### src/core/elbr_params.svh
// constants for the event latch bus readout block
`ifndef ELBR_PARAMS_SVH
`define ELBR_PARAMS_SVH
// register offsets inside the module's 2 KB window
`define ELBR_OFF_CTRL 11'h000
`define ELBR_OFF_IRQVER 11'h004
`define ELBR_OFF_KEY_CLR 11'h030
`define ELBR_OFF_KEY_NEXT 11'h034
`define ELBR_OFF_KEY_NEXT_ON 11'h038
`define ELBR_OFF_KEY_NEXT_OFF 11'h03C
`define ELBR_OFF_FIFO_LO 11'h100
`define ELBR_OFF_FIFO_HI 11'h1FC
// control register set bits; the paired clear bit sits 8 above
`define ELBR_CFG_USER 0
`define ELBR_CFG_TEST 1
`define ELBR_CFG_MODE_LO 2
`define ELBR_CFG_MODE_HI 3
`define ELBR_CFG_BC_EN 6
`define ELBR_CFG_BC_HS 7
`define ELBR_CFG_CLR_LO 8
`define ELBR_CFG_CLR_HI 15
`define ELBR_IEN_SET_LO 20
`define ELBR_IEN_SET_HI 23
`define ELBR_IEN_CLR_LO 28
`define ELBR_IEN_CLR_HI 31
`define ELBR_CFG_RESET 8'h00
`define ELBR_IEN_RESET 4'h0
// interrupt and version register fields
`define ELBR_IRQ_GLOBAL 11
`define ELBR_IRQ_LVL_HI 10
`define ELBR_IRQ_LVL_LO 8
`define ELBR_IRQ_VEC_HI 7
`define ELBR_IRQ_VEC_LO 0
`define ELBR_IRQ_RESET 12'h000
// copy in progress delay after the next edge
`define ELBR_CIP_DELAY_NS 25
`define ELBR_CLK_PERIOD_NS 4
`define ELBR_CIP_CYCLES ((`ELBR_CIP_DELAY_NS + `ELBR_CLK_PERIOD_NS - 1) / `ELBR_CLK_PERIOD_NS)
`endif

### src/core/elbr_pkg.sv
// types for the event latch bus readout block
package elbr_pkg;
  // bus cycle states, one-hot
  typedef enum logic [2:0] {
    ELBR_IDLE = 3'h1,
    ELBR_RESPOND = 3'h2,
    ELBR_IGNORE = 3'h4
  } elbr_bus_state_type;
  // control output routing modes
  typedef enum logic [1:0] {
    ELBR_MODE_STATUS = 2'h0,
    ELBR_MODE_PULSE6 = 2'h1,
    ELBR_MODE_FASTOR = 2'h2,
    ELBR_MODE_PULSER = 2'h3
  } elbr_mode_type;
endpackage

### src/core/elbr_top.sv
// event fifo and backplane readout logic of the event latch
// How it works
// - any read in 0x100-0x1FC returns next word
// - test mode lets writes fill the fifo
// - upper address bits form broadcast class
// - broadcast needs bit 6; bit 7 answers
// - four broadcast keys at 0x30 to 0x3C
// - broadcast only in firmware version one
// - broadcast key 0x34 latches one event
// - broadcast key 0x30 clears fifo and logic
// - four sources: cip start, half, almost, full
// - 8-bit vector, released on acknowledge
// - per-source enable with set/clear pair
// - bus request needs global enable bit 11
// - internal interrupt flag readable by software
// - level bits 10:8, vector bits 7:0
// - D32 whole word; D16 high then low
// - mode 0: full, half, empty, cip
// - mode 1: full, half, pulser, cip
// - mode 2: fast or, user, pulser, cip
// - mode 3: pulser on controls 8, 7, 6, 5
// - mode 3: pulser on all four controls
// - cip at least 25 ns (7 clocks, 28 ns) after next until stored
`timescale 1ns/1ns
`default_nettype none
`include "elbr_params.svh"

// word fifo; depth must be a power of two so the pointers wrap freely
module elbr_fifo #(
  parameter int WIDTH = 32,
  parameter int DEPTH = 8
) (
  input wire logic core_clk,
  input wire logic rst_b,
  input wire logic clr,
  input wire logic in_valid,
  output logic in_ready,
  input wire logic [WIDTH-1:0] in_data,
  output logic out_valid,
  input wire logic out_ready,
  output logic [WIDTH-1:0] out_data,
  output logic [$clog2(DEPTH):0] count
);
  localparam int AW = $clog2(DEPTH);
  typedef struct packed {
    logic [DEPTH-1:0][WIDTH-1:0] mem;
    logic [AW-1:0] wr;
    logic [AW-1:0] rd;
    logic [AW:0] cnt;
  } elbr_fifo_state_type;
  elbr_fifo_state_type st_q, st_d;
  logic push, pop;

  assign in_ready = st_q.cnt != (AW+1)'(DEPTH);
  assign out_valid = st_q.cnt != '0;
  assign out_data = st_q.mem[st_q.rd];
  assign count = st_q.cnt;
  assign push = in_valid && in_ready;
  assign pop = out_valid && out_ready;

  // pointer and count update; a clear drops everything stored
  always_comb begin
    st_d = st_q;
    if (clr) begin
      st_d.wr = '0;
      st_d.rd = '0;
      st_d.cnt = '0;
    end else begin
      if (push) begin
        st_d.mem[st_q.wr] = in_data;
        st_d.wr = st_q.wr + 1'b1;
      end
      if (pop) begin
        st_d.rd = st_q.rd + 1'b1;
      end
      if (push && !pop) begin
        st_d.cnt = st_q.cnt + 1'b1;
      end else if (pop && !push) begin
        st_d.cnt = st_q.cnt - 1'b1;
      end
    end
  end

  always_ff @(posedge core_clk) begin
    if (!rst_b) begin
      st_q <= '0;
    end else begin
      st_q <= st_d;
    end
  end
endmodule // elbr_fifo

module elbr_top #(
  parameter int FW_VERSION = 1,
  parameter logic [15:0] MODULE_ID = 16'h5A5A, // arbitrary value
  parameter int FIFO_DEPTH = 8
) (
  input wire logic core_clk,
  input wire logic rst_b,
  input wire logic [31:0] bus_addr,
  input wire logic bus_a32,
  input wire logic bus_as_b,
  input wire logic bus_ds_b,
  input wire logic bus_write_b,
  input wire logic bus_lword_b,
  input wire logic bus_iack_b,
  input wire logic [2:0] bus_iack_level,
  input wire logic [31:0] bus_data_i,
  output logic [31:0] bus_data_o,
  output logic bus_data_oe,
  output logic bus_dtack_b_o,
  output logic bus_dtack_oe,
  output logic [6:0] bus_irq_b_o,
  output logic [6:0] bus_irq_oe,
  input wire logic [7:0] top_address_switch,
  input wire logic [3:0] upper_mid_address_switch,
  input wire logic [3:0] lower_mid_address_switch,
  input wire logic [3:0] a16_address_switch,
  input wire logic a11_jumper,
  input wire logic [31:0] data_in,
  input wire logic ext_next,
  input wire logic pulser_in,
  output logic [3:0] ctrl_out
);
  localparam int SW = 127;
  localparam int CW = $clog2(FIFO_DEPTH);
  typedef struct packed {
    logic [SW-1:0] sy1;
    logic [SW-1:0] sy2;
    elbr_pkg::elbr_bus_state_type st;
    logic [31:0] rdata;
    logic rd;
    logic dtack;
    logic half;
    logic [7:0] cfg;
    logic [3:0] ien;
    logic [11:0] irq;
    logic cip_flag;
    logic acked;
    logic next_en;
    logic next_prev;
    logic wait_cip;
    logic [3:0] cnt;
    logic copy_in_progress;
    logic [31:0] ev_word;
  } elbr_state_type;
  elbr_state_type st_q, st_d;

  logic [7:0] s_top;
  logic [3:0] s_um, s_lm, s_a16;
  logic s_a11, s_a32, s_iack_b, s_as_b, s_ds_b, s_write_b, s_lword_b, s_next;
  logic [2:0] s_ilvl;
  logic [31:0] s_adr, s_wd, s_din;
  logic [10:0] off;
  logic own_hit, bc_class, key_hit, bcast_hit, fifo_win, cyc_start;
  logic f_in_ready, f_out_valid, f_empty, f_half, f_almost, f_full;
  logic [31:0] f_out_data, f_in_data;
  logic [CW:0] f_count;
  logic [3:0] irq_cond;
  logic [2:0] irq_lvl;
  logic pending, irq_req, ev_push, test_push, rd_pop, fifo_clr, soft_next, ev_start;
  elbr_pkg::elbr_mode_type mode;

  // every pin except pulser_in crosses two flops; only the second stage is unpacked
  assign {s_top, s_um, s_lm, s_a16, s_a11, s_a32, s_ilvl, s_iack_b, s_as_b, s_ds_b,
          s_write_b, s_lword_b, s_next, s_adr, s_wd, s_din} = st_q.sy2;

  // address decode; broadcast class leaves the a16 switch and a11 bits at zero
  assign off = s_adr[10:0];
  assign own_hit = s_a32 ? (s_adr[31:11] == {s_top, s_um, s_lm, s_a16, s_a11})
                         : (s_adr[23:11] == {s_um, s_lm, s_a16, s_a11});
  assign bc_class = (s_adr[15:11] == 5'h00) && (s_a32 ? (s_adr[31:16] == {s_top, s_um, s_lm})
                                                      : (s_adr[23:16] == {s_um, s_lm}));
  assign key_hit = (off >= `ELBR_OFF_KEY_CLR) && (off <= `ELBR_OFF_KEY_NEXT_OFF)
                   && (off[1:0] == 2'h0);
  assign bcast_hit = (FW_VERSION == 1) && st_q.cfg[`ELBR_CFG_BC_EN] && bc_class && key_hit
                     && !s_write_b && !own_hit;
  assign fifo_win = (off >= `ELBR_OFF_FIFO_LO) && (off <= `ELBR_OFF_FIFO_HI);
  assign cyc_start = (st_q.st == elbr_pkg::ELBR_IDLE) && !s_as_b && !s_ds_b;

  // fifo status levels; almost full is one word short of full
  assign f_empty = !f_out_valid;
  assign f_full = !f_in_ready;
  assign f_half = f_count >= (CW+1)'(FIFO_DEPTH / 2);
  assign f_almost = f_count >= (CW+1)'(FIFO_DEPTH - 1);

  // interrupt sources gated by their enables and the global bit
  assign irq_cond = {f_full, f_almost, f_half, st_q.cip_flag};
  assign pending = |(irq_cond & st_q.ien);
  assign irq_lvl = st_q.irq[`ELBR_IRQ_LVL_HI:`ELBR_IRQ_LVL_LO];
  assign irq_req = st_q.irq[`ELBR_IRQ_GLOBAL] && pending && !st_q.acked
                   && (irq_lvl != 3'h0);
  assign bus_irq_oe = irq_req ? (7'h01 << (irq_lvl - 3'h1)) : 7'h00;
  assign bus_irq_b_o = 7'h00;

  // backplane drivers come straight from flops
  assign bus_data_o = st_q.rdata;
  assign bus_data_oe = (st_q.st == elbr_pkg::ELBR_RESPOND) && st_q.rd;
  assign bus_dtack_oe = (st_q.st == elbr_pkg::ELBR_RESPOND) && st_q.dtack;
  assign bus_dtack_b_o = 1'b0;

  // a latched event has priority over test writes for the fifo input
  assign ev_push = st_q.copy_in_progress && f_in_ready;
  assign f_in_data = st_q.copy_in_progress ? st_q.ev_word : s_wd;

  // control output routing, index 0 is control 5
  assign mode = elbr_pkg::elbr_mode_type'(st_q.cfg[`ELBR_CFG_MODE_HI:`ELBR_CFG_MODE_LO]);
  always_comb begin
    unique case (mode)
      elbr_pkg::ELBR_MODE_STATUS: ctrl_out = {f_full, f_half, f_empty, st_q.copy_in_progress};
      elbr_pkg::ELBR_MODE_PULSE6: ctrl_out = {f_full, f_half, pulser_in, st_q.copy_in_progress};
      elbr_pkg::ELBR_MODE_FASTOR: ctrl_out = {|s_din, st_q.cfg[`ELBR_CFG_USER],
                                              pulser_in, st_q.copy_in_progress};
      elbr_pkg::ELBR_MODE_PULSER: ctrl_out = {4{pulser_in}};
    endcase
  end

  elbr_fifo #(.WIDTH(32), .DEPTH(FIFO_DEPTH)) u_fifo (
    .core_clk(core_clk),
    .rst_b(rst_b),
    .clr(fifo_clr),
    .in_valid(ev_push || test_push),
    .in_ready(f_in_ready),
    .in_data(f_in_data),
    .out_valid(f_out_valid),
    .out_ready(rd_pop),
    .out_data(f_out_data),
    .count(f_count)
  );

  // bus cycle handling, key commands and the event latch
  always_comb begin
    st_d = st_q;
    test_push = 1'b0;
    rd_pop = 1'b0;
    fifo_clr = 1'b0;
    soft_next = 1'b0;
    st_d.sy1 = {top_address_switch, upper_mid_address_switch, lower_mid_address_switch,
                a16_address_switch, a11_jumper, bus_a32, bus_iack_level, bus_iack_b, bus_as_b,
                bus_ds_b, bus_write_b, bus_lword_b, ext_next, bus_addr, bus_data_i, data_in};
    st_d.sy2 = st_q.sy1;
    unique case (st_q.st)
      elbr_pkg::ELBR_IDLE: begin
        if (cyc_start) begin
          st_d.st = elbr_pkg::ELBR_RESPOND;
          st_d.dtack = 1'b1;
          st_d.rd = s_write_b;
          st_d.rdata = 32'h0000_0000;
          if (!s_iack_b) begin
            // answer only our own level, then drop the request
            if (irq_req && (s_ilvl == irq_lvl)) begin
              st_d.rdata = {24'h00_0000, st_q.irq[`ELBR_IRQ_VEC_HI:`ELBR_IRQ_VEC_LO]};
              st_d.rd = 1'b1;
              st_d.acked = 1'b1;
            end else begin
              st_d.st = elbr_pkg::ELBR_IGNORE;
            end
          end else if (own_hit && s_write_b) begin
            if (off == `ELBR_OFF_CTRL) begin
              st_d.rdata = {8'h00, st_q.ien, irq_cond, 1'b0, st_q.next_en, pending, st_q.copy_in_progress,
                            f_full, f_almost, f_half, f_empty, st_q.cfg};
            end else if (off == `ELBR_OFF_IRQVER) begin
              st_d.rdata = {MODULE_ID, 4'(FW_VERSION), st_q.irq};
            end else if (fifo_win && !s_lword_b) begin
              st_d.rdata = f_out_data;
              rd_pop = 1'b1;
            end else if (fifo_win) begin
              // 16-bit pairs: high half first, the low half read pops the word
              st_d.rdata = {16'h0000, st_q.half ? f_out_data[15:0] : f_out_data[31:16]};
              rd_pop = st_q.half;
              st_d.half = !st_q.half;
            end
          end else if (own_hit) begin
            if (off == `ELBR_OFF_CTRL) begin
              st_d.cfg = (st_q.cfg | s_wd[7:0])
                         & ~s_wd[`ELBR_CFG_CLR_HI:`ELBR_CFG_CLR_LO];
              st_d.ien = (st_q.ien | s_wd[`ELBR_IEN_SET_HI:`ELBR_IEN_SET_LO])
                         & ~s_wd[`ELBR_IEN_CLR_HI:`ELBR_IEN_CLR_LO];
            end else if (off == `ELBR_OFF_IRQVER) begin
              st_d.irq = s_wd[11:0];
            end else if (fifo_win && st_q.cfg[`ELBR_CFG_TEST]) begin
              // wait for room and a quiet event path; the master sees a late dtack
              if (f_in_ready && !st_q.copy_in_progress) begin
                test_push = 1'b1;
              end else begin
                st_d.st = elbr_pkg::ELBR_IDLE;
                st_d.dtack = 1'b0;
              end
            end
          end else if (!bcast_hit) begin
            st_d.st = elbr_pkg::ELBR_IGNORE;
          end else if (!st_q.cfg[`ELBR_CFG_BC_HS]) begin
            // only the handshake controller answers a broadcast
            st_d.st = elbr_pkg::ELBR_IGNORE;
          end
          // key commands, individually or by broadcast
          if (s_iack_b && !s_write_b && key_hit && (own_hit || bcast_hit)) begin
            unique case (off)
              `ELBR_OFF_KEY_CLR: fifo_clr = 1'b1;
              `ELBR_OFF_KEY_NEXT: soft_next = 1'b1;
              `ELBR_OFF_KEY_NEXT_ON: st_d.next_en = 1'b1;
              `ELBR_OFF_KEY_NEXT_OFF: st_d.next_en = 1'b0;
              default: st_d.next_en = st_q.next_en;
            endcase
          end
        end
      end
      elbr_pkg::ELBR_RESPOND, elbr_pkg::ELBR_IGNORE: begin
        if (s_ds_b) begin
          st_d.st = elbr_pkg::ELBR_IDLE;
          st_d.dtack = 1'b0;
          st_d.rd = 1'b0;
        end
      end
      default: st_d.st = elbr_pkg::ELBR_IDLE;
    endcase

    // release-on-acknowledge: re-arm once nothing is pending any more
    if (!pending && !st_d.acked) begin
      st_d.acked = 1'b0;
    end else if (!pending) begin
      st_d.acked = 1'b0;
    end

    // event latch; a next during a copy is dead time and is dropped
    st_d.next_prev = s_next;
    ev_start = ((s_next && !st_q.next_prev) || soft_next) && st_q.next_en
               && !st_q.wait_cip && !st_q.copy_in_progress && !fifo_clr;
    if (fifo_clr) begin
      st_d.wait_cip = 1'b0;
      st_d.copy_in_progress = 1'b0;
      st_d.half = 1'b0;
    end else if (ev_start) begin
      st_d.ev_word = s_din;
      st_d.wait_cip = 1'b1;
      st_d.cnt = 4'(`ELBR_CIP_CYCLES - 1);
    end else if (st_q.wait_cip) begin
      st_d.cnt = st_q.cnt - 4'h1;
      if (st_q.cnt == 4'h1) begin
        st_d.wait_cip = 1'b0;
        st_d.copy_in_progress = 1'b1;
      end
    end else if (ev_push) begin
      st_d.copy_in_progress = 1'b0;
    end

    // start-of-copy flag: a new start beats the clear by disabling
    if (!st_q.ien[0]) begin
      st_d.cip_flag = 1'b0;
    end
    if (st_d.copy_in_progress && !st_q.copy_in_progress) begin
      st_d.cip_flag = 1'b1;
    end
  end

  always_ff @(posedge core_clk) begin
    if (!rst_b) begin
      st_q <= '0;
      // sync stages start at idle pin levels, so no false cycle or next edge follows reset
      st_q.sy1 <= '1;
      st_q.sy2 <= '1;
      st_q.next_prev <= 1'b1;
      st_q.st <= elbr_pkg::ELBR_IDLE;
      st_q.cfg <= `ELBR_CFG_RESET;
      st_q.ien <= `ELBR_IEN_RESET;
      st_q.irq <= `ELBR_IRQ_RESET;
      st_q.next_en <= 1'b1;
    end else begin
      st_q <= st_d;
    end
  end

  AST_BCAST_NEEDS_EN: assert property (@(posedge core_clk) disable iff (!rst_b)
    bcast_hit |-> st_q.cfg[`ELBR_CFG_BC_EN] && FW_VERSION == 1)
    else $error("broadcast decoded while not allowed");
  AST_BCAST_HANDSHAKE: assert property (@(posedge core_clk) disable iff (!rst_b)
    (cyc_start && s_iack_b && bcast_hit && !st_q.cfg[`ELBR_CFG_BC_HS]) |=> !bus_dtack_oe)
    else $error("non controller answered a broadcast");
  AST_TEST_WRITE: assert property (@(posedge core_clk) disable iff (!rst_b)
    test_push |-> st_q.cfg[`ELBR_CFG_TEST] && fifo_win && !s_write_b)
    else $error("fifo write outside test mode");
  AST_POP_ON_READ: assert property (@(posedge core_clk) disable iff (!rst_b)
    rd_pop |-> cyc_start && fifo_win && s_write_b && own_hit)
    else $error("fifo popped without a window read");
  AST_D16_HIGH_FIRST: assert property (@(posedge core_clk) disable iff (!rst_b)
    (cyc_start && s_iack_b && own_hit && s_write_b && fifo_win
     && s_lword_b && !st_q.half && f_out_valid && !st_q.copy_in_progress)
    |=> st_q.half && st_q.rdata[15:0] == $past(f_out_data[31:16]))
    else $error("16-bit read did not start with the high half");
  AST_CIP_DELAY: assert property (@(posedge core_clk) disable iff (!rst_b)
    ev_start |=> !st_q.copy_in_progress[*6] ##1 st_q.copy_in_progress)
    else $error("copy in progress not raised seven cycles after next");
  AST_CIP_HOLD: assert property (@(posedge core_clk) disable iff (!rst_b)
    (st_q.copy_in_progress && !ev_push && !fifo_clr) |=> st_q.copy_in_progress)
    else $error("copy in progress dropped before the word was stored");
  AST_IRQ_GLOBAL: assert property (@(posedge core_clk) disable iff (!rst_b)
    (bus_irq_oe != 7'h00) |-> st_q.irq[`ELBR_IRQ_GLOBAL] && pending)
    else $error("interrupt driven without global enable");
  AST_IRQ_LEVEL: assert property (@(posedge core_clk) disable iff (!rst_b)
    (bus_irq_oe != 7'h00) |-> bus_irq_oe == (7'h01 << (irq_lvl - 3'h1)))
    else $error("interrupt on the wrong level line");
  AST_IRQ_RELEASE: assert property (@(posedge core_clk) disable iff (!rst_b)
    (cyc_start && !s_iack_b && irq_req && s_ilvl == irq_lvl)
    |=> bus_irq_oe == 7'h00 && bus_data_oe)
    else $error("request not released on acknowledge");
  AST_MODE_PULSER: assert property (@(posedge core_clk) disable iff (!rst_b)
    mode == elbr_pkg::ELBR_MODE_PULSER |-> ctrl_out == {4{pulser_in}})
    else $error("pulser mode did not drive all controls");

  COV_BCAST: cover property (@(posedge core_clk) disable iff (!rst_b) cyc_start && bcast_hit);
  COV_D16_PAIR: cover property (@(posedge core_clk) disable iff (!rst_b)
    rd_pop && s_lword_b);
  COV_IRQ_ACK: cover property (@(posedge core_clk) disable iff (!rst_b)
    cyc_start && !s_iack_b && irq_req);
  COV_FIFO_FULL: cover property (@(posedge core_clk) disable iff (!rst_b) f_full && st_q.copy_in_progress);
endmodule // elbr_top
`default_nettype wire

### config.mk
export PLATFORM = sky130hd
export DESIGN_NAME = elbr_top
export DESIGN_NICKNAME = d
export VERILOG_FILES = /design/src/core/elbr_pkg.sv /design/src/core/elbr_top.sv
export VERILOG_INCLUDE_DIRS = /design/src /design/src/core
export SDC_FILE = /design/constraint.sdc
export NUM_CORES = 1
export LEC_CHECK = 0
export BUFFER_PORTS_ARGS = -buffer_cell sky130_fd_sc_hd__buf_2
export CORE_MARGIN = 2
export CORE_UTILIZATION = 30
export CTS_CLUSTER_DIAMETER = 200
export DETAILED_ROUTE_END_ITERATION = 7
export GPL_ROUTABILITY_DRIVEN = 0
export SYNTH_ARGS = -nofsm -noshare
export SYNTH_HDL_FRONTEND = slang
export SYNTH_SLANG_ARGS = --single-unit
### constraint.sdc
create_clock -name core_clk -period 8.55 [get_ports core_clk]
set_input_delay 1.2825 -clock core_clk [delete_from_list [all_inputs] [get_ports core_clk]]
set_output_delay 1.2825 -clock core_clk [all_outputs]
set_load 0.1 [all_outputs]
# Word level (Yosys, flattened, before mapping)
# Index checks and enable logic that the tools add are counted.
totals:
  register_bits: 624
  inputBits: 130
  out_inout_bits: 53
  elab_cells: 253
op_classes:
  n_addsub: 6
  magnitude_cmp: 9
  eq_ne: 21
  n_shift: 1
  muxes: 92
  n_bitwise: 14
  n_reduce_logical: 81
ops:
  columns: ["op", "count"]
  rows:
  - ["bitwise mux 256 bit", 1]
  - ["two-way mux 32 bit", 7]
  - ["binary-select mux 32 bit (select 3 bit)", 1]
  - ["demux 32 bit (select 3 bit)", 1]
  - ["two-way mux 62 bit", 1]
  - ["two-way mux 1 bit", 49]
  - ["two-way mux 24 bit", 2]
  - ["equality test 11 x 6 -> 1 bit, second input constant", 4]
  - ["logical AND 1 bit", 36]
  - ["two-way mux 12 bit", 3]
  - ["two-way mux 35 bit", 1]
  - ["two-way mux 16 bit", 2]
  - ["OR reduction 32 bit", 1]
  - ["two-way mux 26 bit", 1]
  - ["equality test 21 bit", 1]
  - ["two-way mux 3 bit", 6]
  - ["logical NOT 1 bit", 17]
  - ["equality test 16 bit", 1]
  - ["one-hot mux 4 bit (4 select lines)", 1]
  - ["two-way mux 2 bit", 7]
  - ["equality test 13 bit", 1]
  - ["equality test 11 x 3 -> 1 bit, second input constant", 1]
  - [">= comparator 11 x 6 -> 1 bit, second input constant", 1]
  - [">= comparator 11 x 9 -> 1 bit, second input constant", 1]
  - ["51 further kinds", 77]

# Depth between registers and ports, before layout
depth:
  ltp_word: 21
  mapped_depth: 16
  ltp_nobuf: 14

# Hierarchy
# Synthesis repeated with hierarchy kept, for this count alone.
unflattened:
  cells_unflattened: 2308
  hier_area_um2: 24629.9
modules_own_cells:
  columns: ["mod", "n_inst", "cells_per_inst", "area_each_um2", "seq_area_each_um2"]
  rows:
  - ["elbr_top", 1, 1258, 12971.2, 7166.9]
  - ["elbr_fifo", 1, 1050, 11658.7, 5325.1]

# Worst setup path after synthesis
# Ideal clock, no wire load.
synth_path:
  path_kind: "reg-to-output"
  start: "register u_fifo.st_q, in the netlist u_fifo.count[0]"
  end: "output bus_irq_oe[1]"
  arrival_ns: 3.543
  required_ns: 7.267
  path_slack_ns: 3.724
  stages_incl_launch_ff: 6
  path_buffers: 0
  cell_sequence: "dfxtp_1 nor4b_2 nand2_1 a41oi_1 nand2b_1 nor3b_1"
synth_via:
  elab_chain_len: 8
  word_cells_on_any_way: 10
  classes_between: "order compare: 2; eq/ne: 1; mux: 1; bitwise: 1; reduce/logical: 5"
synth_lines:
  columns: ["element", "line", "rtl"]
  rows:
  - ["start, declared", "elbr_top.sv:51", "elbr_fifo_state_type st_q, st_d;"]
  - ["start signal, assigned", "elbr_top.sv:88", "st_q <= st_d;"]
  - ["branches (longest 2 deep; another with >= comparator 4 x 3 -> 1 bit)", null, null]
  - ["AND 4 bit *", "elbr_top.sv:189", "assign pending = |(irq_cond & st_q.ien);"]
  - ["OR reduction 4 bit *", "elbr_top.sv:189", null]
  - ["logical AND 1 bit * (3 in series)", "elbr_top.sv:191", "assign irq_req = st_q.irq[`ELBR_IRQ_GLOBAL] && pending && !st_q.acked"]
  - ["two-way mux 7 bit *", "elbr_top.sv:193", "assign bus_irq_oe = irq_req ? (7'h01 << (irq_lvl - 3'h1)) : 7'h00;"]
  - ["end, declared", "elbr_top.sv:114", "output logic [6:0] bus_irq_oe,"]
# Mark *: on every way between the ends.

# Final worst setup path
layout_path:
  start: "register u_fifo.st_q, in the netlist u_fifo.count[3]"
  end: "output bus_irq_oe[5]"
# Same word-level chain as after synthesis.

==> results.sh <==
export IMPL_outcome="finished, final reports clean"
export IMPL_synth_edff_count=0
export IMPL_min_from="st_d[151]"
export IMPL_yosysTopAreaCell="dfxtp_1"
export IMPL_layout_nets=2492
export IMPL_grt_overflow_total=0
export IMPL_ctsResizeCount=0
export IMPL_fin_area_mm2=0.0277
export IMPL_avgSynthCellArea_um2=10.7
export IMPL_finalHoldViolCount=0
export IMPL_drt_iter0_drc=1021
export IMPL_cp_required_ps=7270
export IMPL_ir_drop_mv=0.150
export IMPL_ys_seq_elements=624
export IMPL_worst_ep_arrival_time_ps=3020
export IMPL_syn_inst=2296
export IMPL_num_vias=15900
export IMPL_cts_root_buf="clkbuf_16"
export IMPL_hpwl_um=39000
export IMPL_h_tree_depth=2
export IMPL_rr_worst_depth=14
export IMPL_insertedDiodeCount=0
export IMPL_grt_pass1_vias=15400
export IMPL_num_rows=104
export IMPL_viasPerCell=4.59
export IMPL_gr_usage_all_layers_pct=14.1
export IMPL_async_reset_ff_share_pct=0
export IMPL_timing_rr_end="u_fifo.count[3]"
export IMPL_cts_sinks=624
export IMPL_min_delay_worst_endpoint="s_wd[15]"
export IMPL_relSlewSlack_pct=24.0
export IMPL_port_buffer_count=174
export IMPL_synth_top_area_share_pct=51.0
export IMPL_fin_worst_skew_ps=21.5
export IMPL_pwr_density_cell_mw_per_mm2=214
export IMPL_cap_violations=0
export IMPL_routed_wl_um=60400
export IMPL_timing_rr_start="st_q[102]"
export IMPL_cts_tree="yes"
export IMPL_io_pins=183
export IMPL_hp_class="flip-flop to flip-flop"
export IMPL_period_share_pct=50.3
export IMPL_clk_latency_ps=640
export IMPL_start_kind="flip-flop"
export IMPL_yosys_top_cells_area="dfxtp_1 51%, mux2i_1 14%, nand2b_1 6.6%"
export IMPL_critPathMaxFanout=7
export IMPL_area_growth_pct=13.2
export IMPL_core_mm2=0.0807
export IMPL_drc=0
export IMPL_grt_start_max_net_pins=191
export IMPL_setup_viol=0
export IMPL_fill_cells=8147
export IMPL_netlist_area_mm2=0.0245
export IMPL_drt_pass1_iter_count=5
export IMPL_drv_slew=0
export IMPL_tns_ps=0
export IMPL_cts_hold_buf=0
export IMPL_cts_buffers=59
export IMPL_ant_nets=0
export IMPL_post_cts_setup_buffer_count=0
export IMPL_setup_ws_ps=4250
export IMPL_cp_end_kind="output port"
export IMPL_dieWidth_um=290
export IMPL_start_util_pct=30.4
export IMPL_wl_per_cell_um=17.5
export IMPL_p_leak_nw=9.75
export IMPL_clkSlewWorstSetupHoldPaths_ps=60
export IMPL_seq_area_frac_synth_pct=51.0
export IMPL_placed_area_mm2=0.0257
export IMPL_cts_buffer_depth=3
export IMPL_antenna_found_initial=1
export IMPL_drive_gt1_share_pct=17.5
export IMPL_r2r_slack_ps=4510
export IMPL_post_route_util_pct=34.4
export IMPL_period_needed_ps=4300
export IMPL_dieArea_mm2=0.0839
export IMPL_post_place_ws_ps=4590
export IMPL_ys_flop_type="dfxtp_1"
export IMPL_yosys_warnings=0
export IMPL_rsz0062_at_grt="no"
export IMPL_hold_depth=1
export IMPL_yosysUniqueCellTypes=67
export IMPL_worst_slew_pin_slew_ps=1140
export IMPL_criticalPathCategory="flip-flop to output port"
export IMPL_die_h_um=290
export IMPL_grt_pass1_wl_um=92100
export IMPL_timing_fmax_ghz=0.233
==> state kept, by name, summed over array words and instances (netlist names), 4 cells and up <==
signal        count
bus_data_o       32
off              11
s_a16             4
s_adr            21
s_din            32
s_lm              4
s_top             8
s_um              4
s_wd             32
st_d            127
st_q             66
u_fifo.count      4
u_fifo.st_q     262
==> metrics by stage <==
| stage | instances | power, W | hold WS (ps) |
|---|---|---|---|
| 2_1_floorplan | 2303 | 0.00321 | 386 |
| 3_3_place_gp | 3352 | 0.00329 | 388 |
| 3_5_place_dp | 3352 | 0.00329 | 391 |
| 4_1_cts | 3460 | 0.00600 | 405 |
| 5_1_grt | 3460 | 0.00613 | 411 |
| 6_report | 3460 | 0.00593 | 402 |
==> kinds of logic (layout without fill, tap and decap cells) <==
| family | after synthesis | after routing | synth area share [%] |
|---|---|---|---|
| AO/OA/AOI/OAI | 141 | 141 | 3.80 |
| XOR/XNOR | 36 | 36 | 1.29 |
| adder cells (fa/ha/maj) | 9 | 9 | 0.490 |
| buffers and inverters | 210 | 307 | 4.96 |
| flip-flops | 624 | 624 | 51.0 |
| multiplexers | 443 | 443 | 21.6 |
| other | 1 | 8 | 0.0153 |
| AND/OR/NAND/NOR | 832 | 832 | 16.9 |
==> worst max path at each step <==
stage | from | end | slack [ps]
6_report | u_fifo.count[3] | bus_irq_oe[5] | 4250
5_1_grt | st_q[102] | u_fifo.count[3] | 4050
4_1_cts | u_fifo.count[3] | bus_irq_oe[5] | 4250
3_5_place_dp | off[7] | u_fifo.count[3] | 4590
3_3_place_gp | st_q[102] | u_fifo.count[3] | 4680
2_1_floorplan | u_fifo.count[0] | bus_irq_oe[1] | 3720
==> routing by layer <==
layer	global-route usage, %	vias to the layer above	part of all wire (%)
li1	-	7844	-
met4	4.85	0	3.2
met1	18.5	7607	45
met3	2.52	93	4.5
met2	23.4	346	47
met5	0	-	0
==> layout make-up <==
| class | instances | area [µm²] | share of cell area, % |
|---|---|---|---|
| Sequential cell | 624 | 12500 | 45.1 |
| Timing Repair Buffer | 190 | 1030 | 3.70 |
| Clock buffer | 83 | 1690 | 6.08 |
| Inverter | 9 | 33.8 | 0.122 |
| Multi-Input combinational cell | 1469 | 10800 | 39.1 |
| Tap cell | 1060 | 1330 | 4.78 |
| Clock inverter | 25 | 323 | 1.16 |
==> cell usage in the layout, fill, tap and decap left out, types with 15 or more instances in the layout <==
cell,n
dfxtp_1,620
nand2_1,399
mux2i_1,337
nand2b_1,260
buf_2,173
nor2_1,79
mux4_2,64
clkbuf_16,59
mux2_2,42
a21oi_1,31
xor2_1,27
o21ai_0,27
a22oi_1,16
nand3_1,15
==> power breakdown <==
part | internal, W | switching, W | total, W
clock network | 0.00156 | 0.00115 | 0.00271
registers | 0.00297 | 0.0000266 | 0.00300
logic | 0.0000817 | 0.000144 | 0.000225
==> critical path, stage by stage, from the launching register on <==
cell	delay, ps
dfxtp_1	500
nor4b_2	250
buf_4	260
nand2_1	100
a41oi_1	430
nand2_1	180
nor3b_1	220
buf_2	450
==> cells in the mapped netlist, drive strengths merged (2+ instances only) <==
| library cell | instances |
|---|---|
| mux4 | 64 |
| nand2b | 260 |
| a32oi | 8 |
| o21ai | 27 |
| inv | 9 |
| mux2i | 337 |
| and4b | 2 |
| a22oi | 16 |
| ha | 8 |
| o211ai | 10 |
| nor4b | 5 |
| a31oi | 11 |
| o22ai | 6 |
| nor2 | 80 |
| nand2 | 399 |
| clkbuf | 106 |
| xor2 | 27 |
| nand3b | 2 |
| o21a | 4 |
| or3 | 3 |
| nor3 | 12 |
| dfxtp | 624 |
| xnor2 | 9 |
| a21oi | 31 |
| nand4 | 8 |
| and2 | 5 |
| nand3 | 15 |
| a211oi | 15 |
| nor3b | 7 |
| o311ai | 2 |
| mux2 | 42 |
| buf | 95 |
| and3b | 3 |
| o221ai | 2 |
| and4 | 2 |
| nor4 | 18 |
| and3 | 8 |
No activity file was read; power rests on OpenSTA's default activity.
